[config.mk]
export PLATFORM = sky130hd
export DESIGN_NAME = accessory_irq_regs
export DESIGN_NICKNAME = d
export VERILOG_FILES = /design/src/hdl/accessory_pkg.sv /design/src/hdl/accessory_irq_regs.sv /design/src/hdl/conv_timer.sv
export SDC_FILE = /design/constraint.sdc
export NUM_CORES = 1
export LEC_CHECK = 0
export ABC_AREA = 1
export BUFFER_PORTS_ARGS = -buffer_cell sky130_fd_sc_hd__buf_2
export CAP_MARGIN = 20
export CORE_MARGIN = 2
export CORE_UTILIZATION = 56
export CTS_BUF_LIST = sky130_fd_sc_hd__clkbuf_8 sky130_fd_sc_hd__clkbuf_16
export DETAILED_ROUTE_END_ITERATION = 8
export PLACE_DENSITY = 0.89
export SLEW_MARGIN = 5
export SYNTH_ARGS = -nofsm -noshare
export SYNTH_HDL_FRONTEND = slang
export SYNTH_HIERARCHICAL = 1
export SYNTH_SLANG_ARGS = --single-unit
[constraint.sdc]
create_clock -name core_clk_i -period 1.7 [get_ports core_clk_i]
set_input_delay 0.34 -clock core_clk_i [delete_from_list [all_inputs] [get_ports core_clk_i]]
set_output_delay 0.34 -clock core_clk_i [all_outputs]
set_load 0.02 [all_outputs]
[src/hdl/accessory_pkg.sv]
// Constants for the accessory interrupt and HS tuning registers
package accessory_pkg;
   localparam logic [7:0] ADDR_IRQ_ENABLE = 8'h1d;
   localparam logic [7:0] ADDR_IRQ_ENABLE_SET = 8'h1e;
   localparam logic [7:0] ADDR_IRQ_ENABLE_CLR = 8'h1f;
   localparam logic [7:0] ADDR_IRQ_STATUS = 8'h20;
   localparam logic [7:0] ADDR_IRQ_LATCH = 8'h21;
   localparam logic [7:0] ADDR_VENDOR_FIRST = 8'h30;
   localparam logic [7:0] ADDR_VENDOR_LAST = 8'h3f;
   localparam logic [7:0] ADDR_HS_TUNING = 8'h31;
   localparam logic [7:0] ADDR_RCONV = 8'h36;
   localparam logic [7:0] ADDR_RCONV_SET = 8'h37;
   localparam logic [7:0] ADDR_RCONV_CLR = 8'h38;

   localparam int unsigned EN_ID_ON_BIT = 0;
   localparam int unsigned EN_ID_OFF_BIT = 1;
   localparam int unsigned EN_DATALINE_BIT = 2;
   localparam int unsigned EN_RCONV_BIT = 5;
   localparam logic [7:0] ENABLE_MASK = 8'h27;

   localparam int unsigned ST_ID_FLOAT_BIT = 0;
   localparam int unsigned ST_DATALINE_BIT = 1;
   localparam int unsigned ST_RESULT_LSB = 3;
   localparam int unsigned ST_DONE_BIT = 6;

   localparam int unsigned LT_ID_BIT = 0;
   localparam int unsigned LT_DATALINE_BIT = 1;
   localparam int unsigned LT_RCONV_BIT = 3;

   localparam logic [7:0] TUNING_MASK = 8'h73;
   localparam int unsigned TUNING_SQUELCH_LSB = 0;
   localparam int unsigned TUNING_BOOST_LSB = 4;

   localparam int unsigned RCONV_DONE_BIT = 3;
   localparam int unsigned RCONV_START_BIT = 4;
   localparam int unsigned RCONV_IRQ_EN_BIT = 6;
   localparam logic [7:0] RCONV_WR_MASK = 8'h50;

   localparam logic [7:0] ENABLE_RESET = 8'h00;
   localparam logic [7:0] LATCH_RESET = 8'h00;
   localparam logic [7:0] TUNING_RESET = 8'h00;
   localparam logic [7:0] RCONV_RESET = 8'h00;
   localparam logic [2:0] RESULT_RESET = 3'h0;

   localparam int unsigned CONV_TIME_US = 282;
   localparam int unsigned CLK_PERIOD_PS = 8000;
   localparam int unsigned CONV_CYCLES = (CONV_TIME_US * 1000000 + CLK_PERIOD_PS - 1) / CLK_PERIOD_PS;

   typedef enum logic [1:0] {
      CONV_IDLE = 2'b01,
      CONV_BUSY = 2'b10
   } conv_state_e;
endpackage : accessory_pkg

[src/hdl/accessory_irq_regs.sv]
// Accessory interrupt registers and HS tuning register
`timescale 1ns/1ps
module accessory_irq_regs #(
   parameter int unsigned CONV_CYCLES = accessory_pkg::CONV_CYCLES
) (
   input wire logic core_clk_i,
   input wire logic rst_n_i,
   input wire logic reg_wr_i,
   input wire logic reg_rd_i,
   input wire logic [7:0] reg_addr_i,
   input wire logic [7:0] reg_wdata_i,
   output logic [7:0] reg_rdata_o,
   output logic reg_rvalid_o,
   input wire logic id_float_raw_i,
   input wire logic dataline_cmp_raw_i,
   input wire logic id_pullup_enable_i,
   input wire logic current_sink_enable_i,
   input wire logic [2:0] conv_result_i,
   output logic conv_start_o,
   output logic alt_int_o,
   output logic [1:0] squelch_threshold_scale_o,
   output logic [2:0] hs_tx_amplitude_boost_o
);
   logic [7:0] accessory_irq_enable;
   logic [7:0] accessory_irq_latch;
   logic [7:0] hs_signal_tuning;
   logic [7:0] rconv_ctrl;
   logic [2:0] resistor_conv_result;
   logic resistor_conv_done;
   logic id_float_prev;
   logic dataline_prev;
   logic [7:0] rd_addr_q;
   logic conv_done_pulse;
   logic conv_busy;

   // Pin synchronisers, a change counts once stages two and three agree
   wire [1:0] raw_in = {dataline_cmp_raw_i, id_float_raw_i};
   logic [1:0] sync1;
   logic [1:0] sync2;
   logic [1:0] sync3;
   logic [1:0] filt;

   genvar g;
   generate
      for (g = 0; g < 2; g++)
      begin : g_sync
         always_ff @(posedge core_clk_i or negedge rst_n_i)
         begin
            if (!rst_n_i)
            begin
               sync1[g] <= 1'b0;
               sync2[g] <= 1'b0;
               sync3[g] <= 1'b0;
               filt[g] <= 1'b0;
            end
            else
            begin
               sync1[g] <= raw_in[g];
               sync2[g] <= sync1[g];
               sync3[g] <= sync2[g];
               if (sync2[g] == sync3[g])
                  filt[g] <= sync3[g];
            end
         end
      end
   endgenerate

   // Both levels are only meaningful with their analog helper enabled
   wire id_pin_floating = filt[0] & id_pullup_enable_i;
   wire dataline_voltage_seen = filt[1] & current_sink_enable_i;

   // Address decode
   wire wr_enable = reg_wr_i && (reg_addr_i == accessory_pkg::ADDR_IRQ_ENABLE);
   wire wr_enable_set = reg_wr_i && (reg_addr_i == accessory_pkg::ADDR_IRQ_ENABLE_SET);
   wire wr_enable_clr = reg_wr_i && (reg_addr_i == accessory_pkg::ADDR_IRQ_ENABLE_CLR);
   wire wr_tuning = reg_wr_i && (reg_addr_i == accessory_pkg::ADDR_HS_TUNING);
   wire wr_rconv = reg_wr_i && (reg_addr_i == accessory_pkg::ADDR_RCONV);
   wire wr_rconv_set = reg_wr_i && (reg_addr_i == accessory_pkg::ADDR_RCONV_SET);
   wire wr_rconv_clr = reg_wr_i && (reg_addr_i == accessory_pkg::ADDR_RCONV_CLR);
   wire rd_latch = reg_rd_i && (reg_addr_i == accessory_pkg::ADDR_IRQ_LATCH);
   wire rd_rconv = reg_rd_i && (reg_addr_i >= accessory_pkg::ADDR_RCONV)
                   && (reg_addr_i <= accessory_pkg::ADDR_RCONV_CLR);

   // Enable register with write, set and clear aliases
   wire [7:0] en_wval = reg_wdata_i & accessory_pkg::ENABLE_MASK;
   wire [7:0] next_irq_enable = wr_enable ? en_wval
                              : wr_enable_set ? (accessory_irq_enable | en_wval)
                              : wr_enable_clr ? (accessory_irq_enable & ~en_wval)
                              : accessory_irq_enable;

   // Vendor conversion control, result and done are read-only there
   wire [7:0] rc_wval = reg_wdata_i & accessory_pkg::RCONV_WR_MASK;
   wire [7:0] rconv_written = wr_rconv ? rc_wval
                            : wr_rconv_set ? (rconv_ctrl | rc_wval)
                            : wr_rconv_clr ? (rconv_ctrl & ~rc_wval)
                            : rconv_ctrl;
   wire [7:0] start_clear = 8'(conv_done_pulse) << accessory_pkg::RCONV_START_BIT;
   wire [7:0] next_rconv_ctrl = rconv_written & ~start_clear;

   wire [7:0] next_tuning = wr_tuning ? (reg_wdata_i & accessory_pkg::TUNING_MASK)
                          : hs_signal_tuning;

   // Event detection
   wire id_rise = id_pin_floating & ~id_float_prev;
   wire id_fall = ~id_pin_floating & id_float_prev;
   wire ev_id = (id_rise & accessory_irq_enable[accessory_pkg::EN_ID_ON_BIT])
              | (id_fall & accessory_irq_enable[accessory_pkg::EN_ID_OFF_BIT]);
   wire ev_dataline = (dataline_voltage_seen ^ dataline_prev)
                    & accessory_irq_enable[accessory_pkg::EN_DATALINE_BIT];
   wire resistor_conv_irq_enable = accessory_irq_enable[accessory_pkg::EN_RCONV_BIT]
                                 | rconv_ctrl[accessory_pkg::RCONV_IRQ_EN_BIT];
   wire done_rise = conv_done_pulse & ~resistor_conv_done;
   wire resistor_conv_event = done_rise & resistor_conv_irq_enable;

   wire [7:0] latch_events = (8'(ev_id) << accessory_pkg::LT_ID_BIT)
                           | (8'(ev_dataline) << accessory_pkg::LT_DATALINE_BIT)
                           | (8'(resistor_conv_event) << accessory_pkg::LT_RCONV_BIT);
   // New events are ORed after the read clear so none is lost
   wire [7:0] next_latch = (rd_latch ? accessory_pkg::LATCH_RESET : accessory_irq_latch)
                         | latch_events;

   // Done sets on finish; a finish in the clearing cycle still sets
   wire next_done = (resistor_conv_done & ~rd_rconv) | conv_done_pulse;

   // Read views
   wire [7:0] status_byte = (8'(id_pin_floating) << accessory_pkg::ST_ID_FLOAT_BIT)
                          | (8'(dataline_voltage_seen) << accessory_pkg::ST_DATALINE_BIT)
                          | (8'(resistor_conv_result) << accessory_pkg::ST_RESULT_LSB)
                          | (8'(resistor_conv_done) << accessory_pkg::ST_DONE_BIT);
   wire [7:0] rconv_byte = (rconv_ctrl & accessory_pkg::RCONV_WR_MASK)
                         | (8'(resistor_conv_done) << accessory_pkg::RCONV_DONE_BIT)
                         | 8'(resistor_conv_result);
   logic [7:0] rd_mux;

   always_comb
   begin
      case (reg_addr_i)
         accessory_pkg::ADDR_IRQ_ENABLE,
         accessory_pkg::ADDR_IRQ_ENABLE_SET,
         accessory_pkg::ADDR_IRQ_ENABLE_CLR: rd_mux = accessory_irq_enable;
         accessory_pkg::ADDR_IRQ_STATUS: rd_mux = status_byte;
         accessory_pkg::ADDR_IRQ_LATCH: rd_mux = accessory_irq_latch;
         accessory_pkg::ADDR_HS_TUNING: rd_mux = hs_signal_tuning;
         accessory_pkg::ADDR_RCONV,
         accessory_pkg::ADDR_RCONV_SET,
         accessory_pkg::ADDR_RCONV_CLR: rd_mux = rconv_byte;
         // Rest of the vendor space and anything else reads zero
         default: rd_mux = 8'h00;
      endcase
   end

   always_ff @(posedge core_clk_i or negedge rst_n_i)
   begin
      if (!rst_n_i)
      begin
         accessory_irq_enable <= accessory_pkg::ENABLE_RESET;
         accessory_irq_latch <= accessory_pkg::LATCH_RESET;
         hs_signal_tuning <= accessory_pkg::TUNING_RESET;
         rconv_ctrl <= accessory_pkg::RCONV_RESET;
         resistor_conv_result <= accessory_pkg::RESULT_RESET;
         resistor_conv_done <= 1'b0;
         id_float_prev <= 1'b0;
         dataline_prev <= 1'b0;
      end
      else
      begin
         accessory_irq_enable <= next_irq_enable;
         accessory_irq_latch <= next_latch;
         hs_signal_tuning <= next_tuning;
         rconv_ctrl <= next_rconv_ctrl;
         if (conv_done_pulse)
            resistor_conv_result <= conv_result_i;
         resistor_conv_done <= next_done;
         id_float_prev <= id_pin_floating;
         dataline_prev <= dataline_voltage_seen;
      end
   end

   always_ff @(posedge core_clk_i or negedge rst_n_i)
   begin
      if (!rst_n_i)
      begin
         reg_rdata_o <= 8'h00;
         reg_rvalid_o <= 1'b0;
         rd_addr_q <= 8'h00;
      end
      else
      begin
         reg_rdata_o <= reg_rd_i ? rd_mux : 8'h00;
         reg_rvalid_o <= reg_rd_i;
         rd_addr_q <= reg_addr_i;
      end
   end

   conv_timer #(
      .CYCLES(CONV_CYCLES)
   ) u_conv_timer (
      .core_clk_i(core_clk_i),
      .rst_n_i(rst_n_i),
      .start_i(rconv_ctrl[accessory_pkg::RCONV_START_BIT]),
      .done_o(conv_done_pulse),
      .busy_o(conv_busy)
   );

   assign conv_start_o = rconv_ctrl[accessory_pkg::RCONV_START_BIT];
   // Level held while any latched event is pending
   assign alt_int_o = |accessory_irq_latch;
   assign squelch_threshold_scale_o = hs_signal_tuning[accessory_pkg::TUNING_SQUELCH_LSB +: 2];
   assign hs_tx_amplitude_boost_o = hs_signal_tuning[accessory_pkg::TUNING_BOOST_LSB +: 3];

   // Checks
   localparam int unsigned HW = $clog2(CONV_CYCLES + 2);
   logic [HW-1:0] busy_len;

   always_ff @(posedge core_clk_i or negedge rst_n_i)
   begin
      if (!rst_n_i)
         busy_len <= '0;
      else
         busy_len <= conv_busy ? busy_len + 1'b1 : '0;
   end
endmodule : accessory_irq_regs

[src/hdl/conv_timer.sv]
// Resistor conversion interval timer
`timescale 1ns/1ps
module conv_timer #(
   parameter int unsigned CYCLES = accessory_pkg::CONV_CYCLES
) (
   input wire logic core_clk_i,
   input wire logic rst_n_i,
   input wire logic start_i,
   output logic done_o,
   output logic busy_o
);
   localparam int unsigned CW = $clog2(CYCLES + 1);
   localparam logic [CW-1:0] LAST = CW'(CYCLES - 1);

   accessory_pkg::conv_state_e state;
   accessory_pkg::conv_state_e next_state;
   logic [CW-1:0] count;
   wire at_last = (count == LAST);

   always_comb
   begin
      next_state = state;
      case (state)
         accessory_pkg::CONV_IDLE:
            // Start is still high in the done cycle, so it must not re-arm there
            if (start_i && !done_o)
               next_state = accessory_pkg::CONV_BUSY;
         accessory_pkg::CONV_BUSY:
            // Dropping start aborts without a done pulse
            if (!start_i || at_last)
               next_state = accessory_pkg::CONV_IDLE;
         default:
            next_state = accessory_pkg::CONV_IDLE;
      endcase
   end

   always_ff @(posedge core_clk_i or negedge rst_n_i)
   begin
      if (!rst_n_i)
      begin
         state <= accessory_pkg::CONV_IDLE;
         count <= '0;
         done_o <= 1'b0;
      end
      else
      begin
         state <= next_state;
         count <= (state == accessory_pkg::CONV_BUSY && !at_last) ? count + 1'b1 : '0;
         done_o <= (state == accessory_pkg::CONV_BUSY) && start_i && at_last;
      end
   end

   assign busy_o = (state == accessory_pkg::CONV_BUSY);
endmodule : conv_timer

== After elaboration in Yosys (flattened, before gate mapping) ==
Cells that the tools add are included.
Word-level totals
  register bits: 71
  latch bits: 0
  bits in writable memories: 0
  bits in read-only memories: 0
  input port bits: 27
  output and inout port bits: 16
  logic and storage cells: 110
  memories: 0
Cells by class
  $add $sub $neg: 1
  $mul: 0
  div/mod/pow operators: 0
  order comparisons: 2
  equal/unequal tests: 16
  shifts and indexed selects: 0
  muxes and demuxes: 13
  bitwise operators: 34
  reductions and logical operators: 23
Operator list (count)
  8-bit 2-to-1 mux: 8
  8-bit by 6-bit equality test with 1-bit output (second input constant): 6
  8-bit one-hot mux with 5 select lines: 1
  8-bit AND: 3
  8-bit by 5-bit equality test with 1-bit output (second input constant): 3
  16-bit by 1-bit adder with 16-bit output (second input constant): 1
  16-bit equality test (second input constant): 1
  16-bit 2-to-1 mux: 1
  1-bit logical AND: 14
  1-bit AND: 10
  8-bit by 6-bit greater-or-equal comparator with 1-bit output (second input constant): 1
  8-bit by 6-bit <= comparator with 1-bit output (second input constant): 1
  5-bit NOT with 8-bit output: 1
  6-bit NOT with 8-bit output: 1
  7-bit NOT with 8-bit output: 1
  8-bit by 4-bit OR with 8-bit output: 1
  8-bit by 6-bit OR with 8-bit output: 1
  8-bit by 7-bit OR with 8-bit output: 1
  8-bit OR reduction: 1
  6-bit by 7-bit OR with 7-bit output: 1
  7-bit by 3-bit OR with 7-bit output: 1
  7-bit by 4-bit OR with 7-bit output: 1
  2-bit by 6-bit OR with 6-bit output: 1
  3-bit OR reduction: 2
  other kinds (15): 26

== Depth between registers and ports, before layout ==
Gate-level depths: netlist (run 1).
  word-level depth: 8
  mapped depth: 8
  mapped depth without buffers: 8

== By module ==
Netlist (run 1), hierarchy kept.
By module, submodules not included
  accessory_irq_regs: times used 1, cells an instance 202, area each 1700.4 µm², seq. area each 925.9 µm²
  conv_timer: times used 1, cells an instance 148, area each 1103.6 µm², seq. area each 476.7 µm²

== Least setup slack after synthesis (run 1) ==
No wires, ideal clock.
  kind: register -> register
  start point: register u_conv_timer.count[0]
  end point: register u_conv_timer.count[6]
  setup time: 0.120 ns
  arrival time: 1.118 ns
  data required time: 1.580 ns
  setup slack: 0.463 ns
  cell stages (with the launch flop): 6
  path buffers: 0
  clock period less this slack: 1.237 ns
  cell sequence: dfrtp_1 ha_1 nand3_2 nor2_2 xor2_1 nor2_1
On the way
  word-level cells in the longest chain between the ends: 4
  elaborated cells between the ends (all ways): 5
  those cells by class: add/sub: 1; eq/ne: 1; mux: 1; reduce/logical: 2
RTL lines
  start, declared: RTL line conv_timer.sv:17  | logic [CW-1:0] count;
  start signal, assigned: RTL line conv_timer.sv:48  | count <= (state == accessory_pkg::CONV_BUSY && !at_last) ? count + 1'b1 : '0;
  branches (longest 3 deep; another with 16-bit by 1-bit adder with 16-bit output)
  16-bit 2-to-1 mux (*): RTL line conv_timer.sv:48
Mark *: on every way between the ends.
A chain may end at the register's enable or synchronous reset.

== Worst setup path in the final report (run 1) ==
Ends and elaborated chain as after synthesis.

==> summary.md, run 1 <==
| Metric | Value |
|---|---|
| Minimum clock period | `approximately 1400 ps` |
| Layout cell share with drive strength beyond 1 | `17.7%` |
| Initial antenna violation count | `0` |
| Via count | `2376` |
| Pre-CTS setup slack | `around 180 ps` |
| Worst-skew pair later-pin latency | `about 320 ps` |
| Root buffer cell | `clkbuf_8` |
| PD cells | `roughly 750 nW/um^2` |
| Gpl congestion | `~0.91` |
| Hold Crit Class | `primary input to asynchronous set/reset pin` |
| R2R Setup Slk | `around 260 ps` |
| Die ar. | `between 5000 and 6000 sq um` |
| Antenna Cells | `0` |
| Max Cap Viol | `0` |
| Setup total negative slack | `0 ps` |
| Final Hold Fails | `2` |
| CTS sink count | `56` |
| Netlist Area Pre-Place | `around 2800 sq um` |
| Clk_skew | `roughly 12 ps` |
| Main synth FF type | `dfrtp_1` |
| DP Wirelength | `4500 um` |
| Distinct cells, synth | `34` |
| FF-to-FF Start | `u_conv_timer/count[0]$_DFF_PN0_` |
| EDFF count, synth | `0` |
| Worst setup margin | `around 260 ps` |
| Leak | `between 1.5 and 2 nW` |
| Largest net degree at the start of global routing | `57` |
| Detail Route Antenna Nets | `0` |
| Maximum vdd drop | `about 490 uV` |
| CTS tree | `yes` |
| DRT iter0 DRCs | `~120` |
| Worst EP required | `around 1900 ps` |
| TritonRoute pass-1 iters | `4` |
| DIE WIDTH | `74.8 um` |
| Final setup fails | `0` |
| Synth async-reset ratio | `100%` |
| Die extent in y | `approximately 75 um` |
| Grt ovf | `0` |
| Pins Over Slew Limit | `0` |
| Fraction of the cycle the final worst path needs | `84.6%` |
| Routed WL | `about 6000 um` |
| I/O Pins | `between 40 and 50` |
| Syn. warnings | `6` |
| Outcome | `finished, violations left` |
| Vias in the first global route | `approximately 2400` |
| Filler cells | `424` |
| Synthesized netlist net count | `379` |
| Initial Utilization | `around 60%` |
| CTS H-tree depth | `2` |
| Unrepaired setup endpoints after global routing | `no` |
| Synthesis-to-finish area growth | `13.3%` |
| Sequential share of the synthesized area | `around half` |
| Vias/cell | `5.14` |
| Cell Rows | `25` |
| Hold Buf Count CTS | `0` |
| Worst hold margin | `-0.401 ps` |
| CP Launch Type | `flop` |
| Buffer count from post-CTS setup fixing | `0` |
| Buffers on Ports | `40` |
| Register-to-Register Path Depth | `5` |
| Post-cts sizing count | `0` |
| Clk buf depth | `2` |
| Core area | `roughly 4800 sq um` |
| End of the worst register-to-register path | `u_conv_timer/count[6]$_DFF_PN0_` |
| CP Max Fanout | `7` |
| NumNets Final | `roughly 420` |
| Max Freq | `roughly 700 MHz` |
| Yosys reg bits | `56` |
| CTS Buf Count | `5` |
| Kind of critical path | `flop to flop` |
| Capturing element type of the critical path | `flop` |
| GRT Util Overall | `around a quarter` |
| WL/cell | `~13 um` |
| First-pass GRT wire length | `10200 um` |
| Worst-path clk slew | `~110 ps` |
| Avg Cell Area, Syn | `about 8 sq um` |
| Failing checks | `hold timing` |
| Post-synthesis cell count | `between 300 and 400` |
| DRC Markers | `0` |
| Crit path DAT | `1640 ps` |
-- registers in the layout, summed over array words and instances (netlist names), 3 cells and up --
register,flops
reg_rdata_o,8
hs_signal_tuning,5
accessory_irq_enable,4
resistor_conv_result,3
u_conv_timer/count,16
accessory_irq_latch,3
-- area by class of cell --
| class | instances | area, sq um | area share, % |
|---|---|---|---|
| Clock inverter | 3 | 25.0 | 0.788 |
| Inverter | 42 | 158 | 4.96 |
| Tap cell | 67 | 83.8 | 2.64 |
| Multi-Input combinational cell | 248 | 1220 | 38.4 |
| Timing Repair Buffer | 41 | 220 | 6.93 |
| Clock buffer | 5 | 68.8 | 2.17 |
| Sequential cell | 56 | 1400 | 44.2 |
-- worst max path at each step --
stage | to | cells after the start | startpoint | slack (ps)
global route | u_conv_timer/count[6]$_DFF_PN0_ | 5 | u_conv_timer/count[0]$_DFF_PN0_ | 130
global placement | reg_rdata_o[1]$_DFF_PN0_ | 8 | reg_addr_i[1] | 250
CTS | u_conv_timer/count[6]$_DFF_PN0_ | 5 | u_conv_timer/count[0]$_DFF_PN0_ | 270
floorplan | u_conv_timer/count[6]$_DFF_PN0_ | 5 | u_conv_timer/count[0]$_DFF_PN0_ | 460
detailed placement | accessory_irq_enable[0]$_DFFE_PN0P_ | 8 | reg_addr_i[6] | 180
finish | u_conv_timer/count[6]$_DFF_PN0_ | 5 | u_conv_timer/count[0]$_DFF_PN0_ | 260
-- report_power, final --
group / switching, mW / total [mW] / leakage, nW / internal [mW]
logic: 0.131 / 0.196 / 0.777 / 0.0657
clock network: 0.465 / 0.766 / 0.0452 / 0.301
registers: 0.0313 / 1.41 / 0.720 / 1.38
total: 0.627 / 2.37 / 1.54 / 1.75
-- critical path: stages, from the launching register on --
cell	delay (ps)
dfrtp_1	460
ha_1	290
nand3_2	160
nor2_2	190
xor2_1	170
nor2_1	60
-- cells in the mapped netlist (2+ instances only) --
master / count / area, sq um
ha_1: 2 / 25.0
nand2_2: 5 / 31.3
nand2_4: 3 / 33.8
inv_2: 2 / 7.51
nor3_1: 3 / 15.0
nor2_1: 57 / 214
dfrtp_1: 55 / 1380
nand3_1: 29 / 145
xor2_1: 5 / 43.8
nand4_1: 11 / 68.8
buf_2: 2 / 10.0
nor2_2: 3 / 18.8
xnor2_1: 2 / 17.5
nor2_4: 2 / 22.5
a21oi_1: 8 / 40.0
o21ai_0: 13 / 65.1
o211ai_1: 2 / 15.0
nand2_1: 86 / 323
inv_1: 40 / 150
maj3_1: 2 / 20.0
o21ai_1: 4 / 20.0
o21bai_1: 2 / 15.0
-- placed cells by master, fill, tap and decap left out, types with 8 or more instances in the layout --
master	count
nand2_1	86
nor2_1	57
dfrtp_1	55
inv_1	40
buf_2	40
nand3_1	29
o21ai_0	13
nand4_1	11
a21oi_1	8
-- through the flow --
stage / util (%) / instances / cell area (sq um) / hold WS, ps / total power [mW]
2_1_floorplan: - / 350 / 2800 / 44.4 / 1.53
5_1_grt: 66.4 / 462 / 3180 / 7.91 / 2.47
3_5_place_dp: 64.4 / 454 / 3080 / 339 / 1.64
3_3_place_gp: 64.4 / 454 / 3080 / 332 / 1.63
4_1_cts: 66.4 / 462 / 3180 / 5.45 / 2.39
6_report: 66.4 / 462 / 3180 / -0.401 / 2.37
-- kinds of logic (layout without fill, tap and decap cells) --
logic type / count (synthesis) / count (layout) / synth area share (%)
compound gates: 33 / 33 / 6.92
fa+ha+maj: 4 / 4 / 1.61
other cells: 1 / 1 / 0.134
xor+xnor: 7 / 7 / 2.19
buf+inv: 46 / 91 / 6.51
flops: 56 / 56 / 50.0
simple gates: 203 / 203 / 32.6
-- metal layers --
metal	vias up	share of wire, %	track usage, %
met5	-	0	0
met4	0	1.8	8.33
met3	11	3.7	5.49
met2	62	51	41.1
met1	1111	44	30.0
li1	1192	-	-
Note: power is estimated with default switching activity, not from simulation.
==> run 2: changes to the inputs <==
ABC_AREA = 0   (was 1)
clock period = 1.5 ns   (was 1.7 ns; I/O delays follow)
==> summary.md, run 2 <==
| Metric | Value |
|---|---|
| Buffers on Ports | `40 (unchanged)` |
| Gpl congestion | `0.945 (was 0.912)` |
| Area after DPL | `3070 sq um (was 3080 sq um)` |
| EDFF count, synth | `0 (unchanged)` |
| Initial Utilization | `59.0% (was 58.6%)` |
| Grt ovf | `0 (unchanged)` |
| Max Freq | `roughly 650 MHz` |
| WL/cell | `16.6 um (was 12.9 um)` |
| Die extent in y | `72.2 um (was 74.8 um)` |
| Root buffer cell | `clkbuf_8 (unchanged)` |
| Synth area leaders | `dfrtp_1 (53%), xnor2_1 (4.7%), nor2_1 (3.9%) (was dfrtp_1 (49%), nand2_1 (12%), nor2_1 (7.6%))` |
| Vias in the first global route | `2187 (was 2355)` |
| End of the critical path | `alt_int_o (was u_conv_timer/count[6]$_DFF_PN0_)` |
| Worst Setup SP | `accessory_irq_latch[1]$_DFF_PN0_ (was u_conv_timer/count[0]$_DFF_PN0_)` |
| Most common cell in the synthesized netlist | `dfrtp_1 (was nand2_1)` |
| Layout cell share with drive strength beyond 1 | `34.3% (was 17.7%)` |
| Area fraction of the dominant cell type after synthesis | `52.8% (was 49.1%)` |
| I/O Pins | `43 (unchanged)` |
| Registers with the most flip-flops | `u_conv_timer/count: 16 flops, reg_rdata_o: 8 flops, hs_signal_tuning: 5 flops (unchanged)` |
| Synthesized netlist net count | `265 (was 379)` |
| Cell Rows | `24 (was 25)` |
| Detail Route Antenna Nets | `0 (unchanged)` |
| Most frequent cells in the layout | `dfrtp_1 (55), buf_2 (39), buf_4 (28), nor2_1 (27), nand2_1 (19) (was nand2_1 (86), nor2_1 (57), dfrtp_1 (55), inv_1 (40), buf_2 (40))` |
| Clk buf depth | `2 (unchanged)` |
| TritonRoute pass-1 iters | `4 (unchanged)` |
| Failing checks | `setup timing (was hold timing)` |
| Vias/cell | `5.80 (was 5.14)` |
| Core area | `4410 sq um (was 4790 sq um)` |
| DIE WIDTH | `72.2 um (was 74.8 um)` |
| Post-synthesis cell count | `236 (was 350)` |
| Pins Over Slew Limit | `0 (unchanged)` |
| Post-synth top cells | `dfrtp_1 (55), nor2_1 (27), nand2_1 (19), xnor2_1 (14), inv_1 (13) (was nand2_1 (86), nor2_1 (57), dfrtp_1 (55), inv_1 (40), nand3_1 (29))` |
| NumNets Final | `340 (was 423)` |
| Antenna Cells | `0 (unchanged)` |
| Worst-skew pair later-pin latency | `310 ps (was 320 ps)` |
| Maximum vdd drop | `530 uV (was 486 uV)` |
| CTS H-tree depth | `2 (unchanged)` |
| DRT iter0 DRCs | `176 (was 123)` |
| Routed wl met3 | `356 um (was 220 um)` |
| Max layer used | `met4 (unchanged)` |
| DRC Markers | `0 (unchanged)` |
| Worst-path clk slew | `100 ps (was 110 ps)` |
| Post-Route M1 WL | `2420 um (was 2610 um)` |
| Leak | `1.53 nW (was 1.54 nW)` |
| Main synth FF type | `dfrtp_1 (unchanged)` |
| End of the worst register-to-register path | `u_conv_timer/count[12]$_DFF_PN0_ (was u_conv_timer/count[6]$_DFF_PN0_)` |
| Die ar. | `5210 sq um (was 5590 sq um)` |
| CTS sink count | `56 (unchanged)` |
| Most common cell after layout, fill and taps aside | `dfrtp_1 (was nand2_1)` |
| Placed cells | `349 (was 454)` |
| R2R Setup Slk | `60 ps (was 260 ps)` |
| Final Hold Fails | `0 (was 2)` |
| Syn. warnings | `6 (unchanged)` |
| Largest net degree at the start of global routing | `57 (unchanged)` |
| Setup total negative slack | `-26.9 ps (was 0 ps)` |
| Final instance area | `3290 sq um (was 3180 sq um)` |
| Hold Crit Class | `primary input to flop (was primary input to asynchronous set/reset pin)` |
| Routed WL | `6050 um (was 5970 um)` |
| Synthesis-to-finish area growth | `26.3% (was 13.3%)` |
| Worst EP required | `1200 ps (was 1900 ps)` |
| Initial antenna violation count | `0 (unchanged)` |
| First-pass GRT wire length | `10000 um (was 10200 um)` |
| Outcome | `finished, violations left (unchanged)` |
| Minimum clock period | `~1500 ps` |
| FF-to-FF Start | `u_conv_timer/count[1]$_DFF_PN0_ (was u_conv_timer/count[0]$_DFF_PN0_)` |
| Capturing element type of the critical path | `primary output (was flop)` |
| Post-layout util | `74.5% (was 66.4%)` |
| Unrepaired setup endpoints after global routing | `yes (was no)` |
| CP Launch Type | `flop (unchanged)` |
| Crit path DAT | `1230 ps (was 1640 ps)` |
| CTS Buf Count | `5 (unchanged)` |
| Sequential share of the synthesized area | `53.8% (was 50.0%)` |
| Distinct cells, synth | `55 (was 34)` |
| Post-synth top area cell | `dfrtp_1 (unchanged)` |
| Final setup fails | `1 (was 0)` |
| PD cells | `813 nW/um^2 (was 747 nW/um^2)` |
| Max Cap Viol | `0 (unchanged)` |
| Register-to-Register Path Depth | `6 (was 5)` |
| Max reg flops | `16 (unchanged)` |
| Clk_skew | `10.5 ps (was 11.6 ps)` |
| Synth async-reset ratio | `100% (unchanged)` |
| Post-Layout Cell Count | `364 (was 462)` |
| Fraction of the cycle the final worst path needs | `102%` |
| Via count | `2111 (was 2376)` |
| Most flop-heavy register | `u_conv_timer/count (unchanged)` |
| Netlist Area Pre-Place | `2600 sq um (was 2800 sq um)` |
| Worst setup margin | `-26.9 ps (was 263 ps)` |
| Kind of critical path | `flop to primary output (was flop to flop)` |
| Avg Cell Area, Syn | `11.0 sq um (was 8.01 sq um)` |
| DP Wirelength | `4290 um (was 4500 um)` |
| CP Max Fanout | `2 (was 7)` |
| WL met2 | `3120 um (was 3030 um)` |
| Yosys reg bits | `56 (unchanged)` |
| CTS tree | `yes (unchanged)` |
| GRT Util Overall | `25.2% (was 24.0%)` |
[run 2: cell types whose count changed after synthesis, moves of 5 or more]
cell	delta
inv_1	-27
nand4_1	-5
nor2_1	-30
o21ai_0	-11
nand3_1	-19
nand2_1	-67
nor4_1	+5
xnor2_1	+12
a22oi_1	+7
mux2_4	+5
a22o_1	+5
[run 2: timing repair]
action                                  4_1_cts  5_1_grt
endpoints found under the setup margin       17       19
hold endpoints to repair                     55        0
gates resized for setup                       5        8
pin swaps                                     3        7
setup buffers                                 5        1
hold buffers                                  1        0
[run 2: how the worst min path moves through the flow]
stage | slack (ps) | end | start | depth (start not counted)
after detailed placement | 320 | accessory_irq_latch[1]$_DFF_PN0_ | rst_n_i | 2
final | 100 | sync1[0]$_DFF_PN0_ | id_float_raw_i | 1
after global routing | 90 | sync1[1]$_DFF_PN0_ | dataline_cmp_raw_i | 1
after CTS | 90 | sync1[1]$_DFF_PN0_ | dataline_cmp_raw_i | 1
after global placement | 320 | accessory_irq_latch[1]$_DFF_PN0_ | rst_n_i | 2
after floorplan | 4 | accessory_irq_enable[0]$_DFFE_PN0P_ | rst_n_i | 0
[run 2: cell type report]
class	instances	area, sq um
Clock buffer	6	82.6
Multi-Input combinational cell	163	1200
Tap cell	52	65.1
Clock inverter	2	7.51
Timing Repair Buffer	72	478
Inverter	13	48.8
Sequential cell	56	1400
Fill cell	301	1120
[run 2: cells by family (layout without fill, tap and decap cells)]
kind of cell    after synthesis  count (layout)  synth area share, %
simple gates                 95              95                 20.3
flops                        56              56                 53.8
compound gates               39              39                 11.2
buf+inv                      17              93                 3.17
xor+xnor                     15              15                 5.04
mux                           9               9                 4.61
fa+ha+maj                     4               4                 1.73
other cells                   1               1                0.144
[run 2: routing by layer]
layer  vias up  global-route usage (%)
li1        992                       -
met1      1020                    31.4
met2        81                    43.7
met3        18                    3.61
met4         0                    11.3
met5         -                       0
[run 2: critical path, cell delays in order, from the launching register on]
cell and delay, ps:
dfrtp_1 400, or3_4 390, buf_6 140
[run 2: metrics by stage]
step	total power, mW	setup slack, ps	hold WS (ps)
after floorplan	1.71	-243	4.41
after global placement	1.86	-289	316
after detailed placement	1.87	-315	320
after CTS	2.71	-27.2	87.9
after global routing	2.81	-57.7	89.6
final	2.68	-26.9	100
[run 2: where the power goes]
| group | internal, mW | switching [mW] | total, mW |
|---|---|---|---|
| registers | 1.55 | 0.0297 | 1.58 |
| logic | 0.126 | 0.149 | 0.275 |
| clock network | 0.364 | 0.455 | 0.819 |
| total | 2.04 | 0.633 | 2.68 |
==> run 3: changes to the inputs <==
SYNTH_HIERARCHICAL = default   (was 1)
==> summary.md, run 3 <==
| Metric | Value |
|---|---|
| Kind of critical path | `flop to flop (was flop to primary output)` |
| Grt ovf | `0 (unchanged)` |
| Netlist Area Pre-Place | `2630 sq um (was 2600 sq um)` |
| First-pass GRT wire length | `10800 um (was 10000 um)` |
| Routed WL | `6510 um (was 6050 um)` |
| Worst-Margin Slew | `between 500 and 600 ps` |
| Hold Crit Class | `primary input to flop (unchanged)` |
| Distinct cells, synth | `53 (was 55)` |
| Syn. warnings | `0 (was 6)` |
| NumNets Final | `353 (was 340)` |
| Gpl congestion | `0.846 (was 0.945)` |
| Synthesis-to-finish area growth | `28.1% (was 26.3%)` |
| CTS Buf Count | `5 (unchanged)` |
| Failing checks | `setup timing (unchanged)` |
| Leak | `1.53 nW (about the same)` |
| Maximum vdd drop | `537 uV (was 530 uV)` |
| I/O Pins | `43 (unchanged)` |
| Synth async-reset ratio | `100% (unchanged)` |
| Registers with the most flip-flops | `u_conv_timer.count: 16 flops, reg_rdata_o: 8 flops, hs_signal_tuning: 5 flops (was u_conv_timer/count: 16 flops, reg_rdata_o: 8 flops, hs_signal_tuning: 5 flops)` |
| Sequential share of the synthesized area | `53.3% (was 53.8%)` |
| Register-to-Register Path Depth | `7 (was 6)` |
| Main synth FF type | `dfrtp_1 (unchanged)` |
| CP Max Fanout | `9 (was 2)` |
| Outcome | `finished, violations left (unchanged)` |
| CTS sink count | `56 (unchanged)` |
| Clk_skew | `11.0 ps (was 10.5 ps)` |
| PD cells | `822 nW/um^2 (was 813 nW/um^2)` |
| Post-synth top area cell | `dfrtp_1 (unchanged)` |
| Hold path depth | `1 (unchanged)` |
| Pre-CTS setup slack | `-297 ps (was -315 ps)` |
| Post-synth top cells | `dfrtp_1 (55), nor2_1 (27), nand2_1 (18), xnor2_1 (14), a22o_1 (9) (was dfrtp_1 (55), nor2_1 (27), nand2_1 (19), xnor2_1 (14), inv_1 (13))` |
| Core area | `4440 sq um (was 4410 sq um)` |
| Root buffer cell | `clkbuf_8 (unchanged)` |
| Vias in the first global route | `2279 (was 2187)` |
| Max reg flops | `16 (unchanged)` |
| Worst hold margin | `92.0 ps (was 100 ps)` |
| Die ar. | `5260 sq um (was 5210 sq um)` |
| Worst setup margin | `-318 ps (was -26.9 ps)` |
| Area fraction of the dominant cell type after synthesis | `52.3% (was 52.8%)` |
| Detail Route Antenna Nets | `0 (unchanged)` |
| Minimum clock period | `1820 ps (was 1530 ps)` |
| Layout cell share with drive strength beyond 1 | `37.5% (was 34.3%)` |
| Most frequent cells in the layout | `dfrtp_1 (55), buf_4 (42), buf_2 (39), nor2_1 (23), nand2_1 (18) (was dfrtp_1 (55), buf_2 (39), buf_4 (28), nor2_1 (27), nand2_1 (19))` |
| Most common cell after layout, fill and taps aside | `dfrtp_1 (unchanged)` |
| Final setup fails | `20 (was 1)` |
| Synth area leaders | `dfrtp_1 (52%), xnor2_1 (4.7%), nor2_1 (3.9%) (was dfrtp_1 (53%), xnor2_1 (4.7%), nor2_1 (3.9%))` |
| Final instance area | `3370 sq um (was 3290 sq um)` |
| DRT iter0 DRCs | `259 (was 176)` |
| Largest net degree at the start of global routing | `57 (unchanged)` |
| Pins Over Slew Limit | `0 (unchanged)` |
| DP Wirelength | `4480 um (was 4290 um)` |
| CTS tree | `yes (unchanged)` |
| Most common cell in the synthesized netlist | `dfrtp_1 (unchanged)` |
| CTS H-tree depth | `2 (unchanged)` |
| Final Hold Fails | `0 (unchanged)` |
| Synthesized netlist net count | `268 (was 265)` |
| Unrepaired setup endpoints after global routing | `yes (unchanged)` |
| Fraction of the cycle the final worst path needs | `121% (was 102%)` |
| TritonRoute pass-1 iters | `4 (unchanged)` |
| Initial antenna violation count | `0 (unchanged)` |
| Worst slew margin | `between 60% and 70%` |
| Filler cells | `291 (was 301)` |
| Avg Cell Area, Syn | `11.0 sq um (about the same)` |
| Worst EP required | `1720 ps (was 1200 ps)` |
| GRT Util Overall | `27.2% (was 25.2%)` |
| Clk buf depth | `2 (unchanged)` |
| Initial Utilization | `59.2% (was 59.0%)` |
| FF/Latch Area | `1400 sq um (unchanged)` |
| Worst-skew pair later-pin latency | `320 ps (was 310 ps)` |
| Most flop-heavy register | `u_conv_timer.count (was u_conv_timer/count)` |
| Worst-path clk slew | `100 ps (about the same)` |
| Post-layout util | `75.8% (was 74.5%)` |
| EDFF count, synth | `0 (unchanged)` |
| Die extent in y | `72.5 um (was 72.2 um)` |
| Max Cap Viol | `0 (unchanged)` |
| Area after DPL | `3170 sq um (was 3070 sq um)` |
| Cell Rows | `24 (unchanged)` |
| DRC Markers | `0 (unchanged)` |
| Crit path DAT | `2030 ps (was 1230 ps)` |
| Buffers on Ports | `40 (unchanged)` |
| Max Freq | `550 MHz (was 655 MHz)` |
| Total Power Consumption | `2.77 mW (was 2.68 mW)` |
| Capturing element type of the critical path | `flop (was primary output)` |
| Vias/cell | `5.91 (was 5.80)` |
| Post-synthesis cell count | `239 (was 236)` |
| Antenna Cells | `0 (unchanged)` |
| Via count | `2229 (was 2111)` |
| Yosys reg bits | `56 (unchanged)` |
| DIE WIDTH | `72.5 um (was 72.2 um)` |
| CP Launch Type | `flop (unchanged)` |
| Multi-input gate area | `1210 sq um (was 1200 sq um)` |
| WL/cell | `17.3 um (was 16.6 um)` |
## run 3: changes by cell type after synthesis, sizes merged, moves of 4 or more
cell	before	now
a22o	5	9
inv	13	7
o21ai	2	6
nand3	11	7
and2	1	6
## run 3: worst paths after layout
check	slack (ps)	end	from
setup / recovery	-320	u_conv_timer.count[4]$_DFF_PN0_	u_conv_timer.count[1]$_DFF_PN0_
hold / removal	90	sync1[0]$_DFF_PN0_	id_float_raw_i
setup reg to reg	-320	u_conv_timer.count[4]$_DFF_PN0_	u_conv_timer.count[1]$_DFF_PN0_
hold reg to reg	360	sync2[0]$_DFF_PN0_	sync1[0]$_DFF_PN0_
max in group asynchronous	720	u_conv_timer.state[0]$_DFFE_PN1P_	rst_n_i
min in group asynchronous	490	u_conv_timer.count[9]$_DFF_PN0_	rst_n_i
## run 3: timing repair
| action | CTS | global route |
|---|---|---|
| buffers inserted | 3 | 2 |
| pin swaps | 3 | 2 |
| gates resized for setup | 11 | 7 |
| hold buffers | 1 | 0 |
| setup endpoints to repair | 20 | 20 |
| hold endpoints to repair | 55 | 0 |
## run 3: cell type report
class	instances	area share (%)
flip-flops and latches	56	41.6
multi-input cells	168	36.0
repair buffers	86	17.2
clock buffers	5	2.04
well taps	52	1.93
inverters	7	0.780
clock inverters	3	0.483
## run 3: per-layer routing
layer / GRT usage (%) / wire length (um)
met3: 5.56 / 555
met5: 0 / 0
met1: 35.2 / 2610
met4: 11.3 / 146
met2: 44.6 / 3200
## run 3: through the flow
step                      std cells  TNS, ps
final                           377    -5640
after detailed placement        363    -7320
after CTS                       375    -4710
after global placement          363    -5380
after floorplan                 239    -2920
after global routing            377    -6870
## run 3: critical path, cell delays in order, from the launching register on
cell and delay [ps]:
dfrtp_1 390, inv_2 80, ha_4 120, or4bb_4 480, nor4_4 260, or3b_4 210, buf_6 140, nor2_1 60
## run 3: cell families after synthesis
family / Yosys count / share of synthesized area [%]
AO/OA/AOI/OAI: 44 / 12.2
XOR/XNOR: 16 / 5.33
adder cells (fa/ha/maj): 4 / 1.71
buffers and inverters: 15 / 2.90
flip-flops: 56 / 53.3
multiplexers: 8 / 3.42
other: 1 / 0.143
AND/OR/NAND/NOR: 95 / 21.0
## run 3: power breakdown
group | switching (mW) | total, mW | internal [mW]
clock | 0.494 | 0.816 | 0.322
sequential | 0.0488 | 1.62 | 1.57
combinational | 0.164 | 0.333 | 0.169
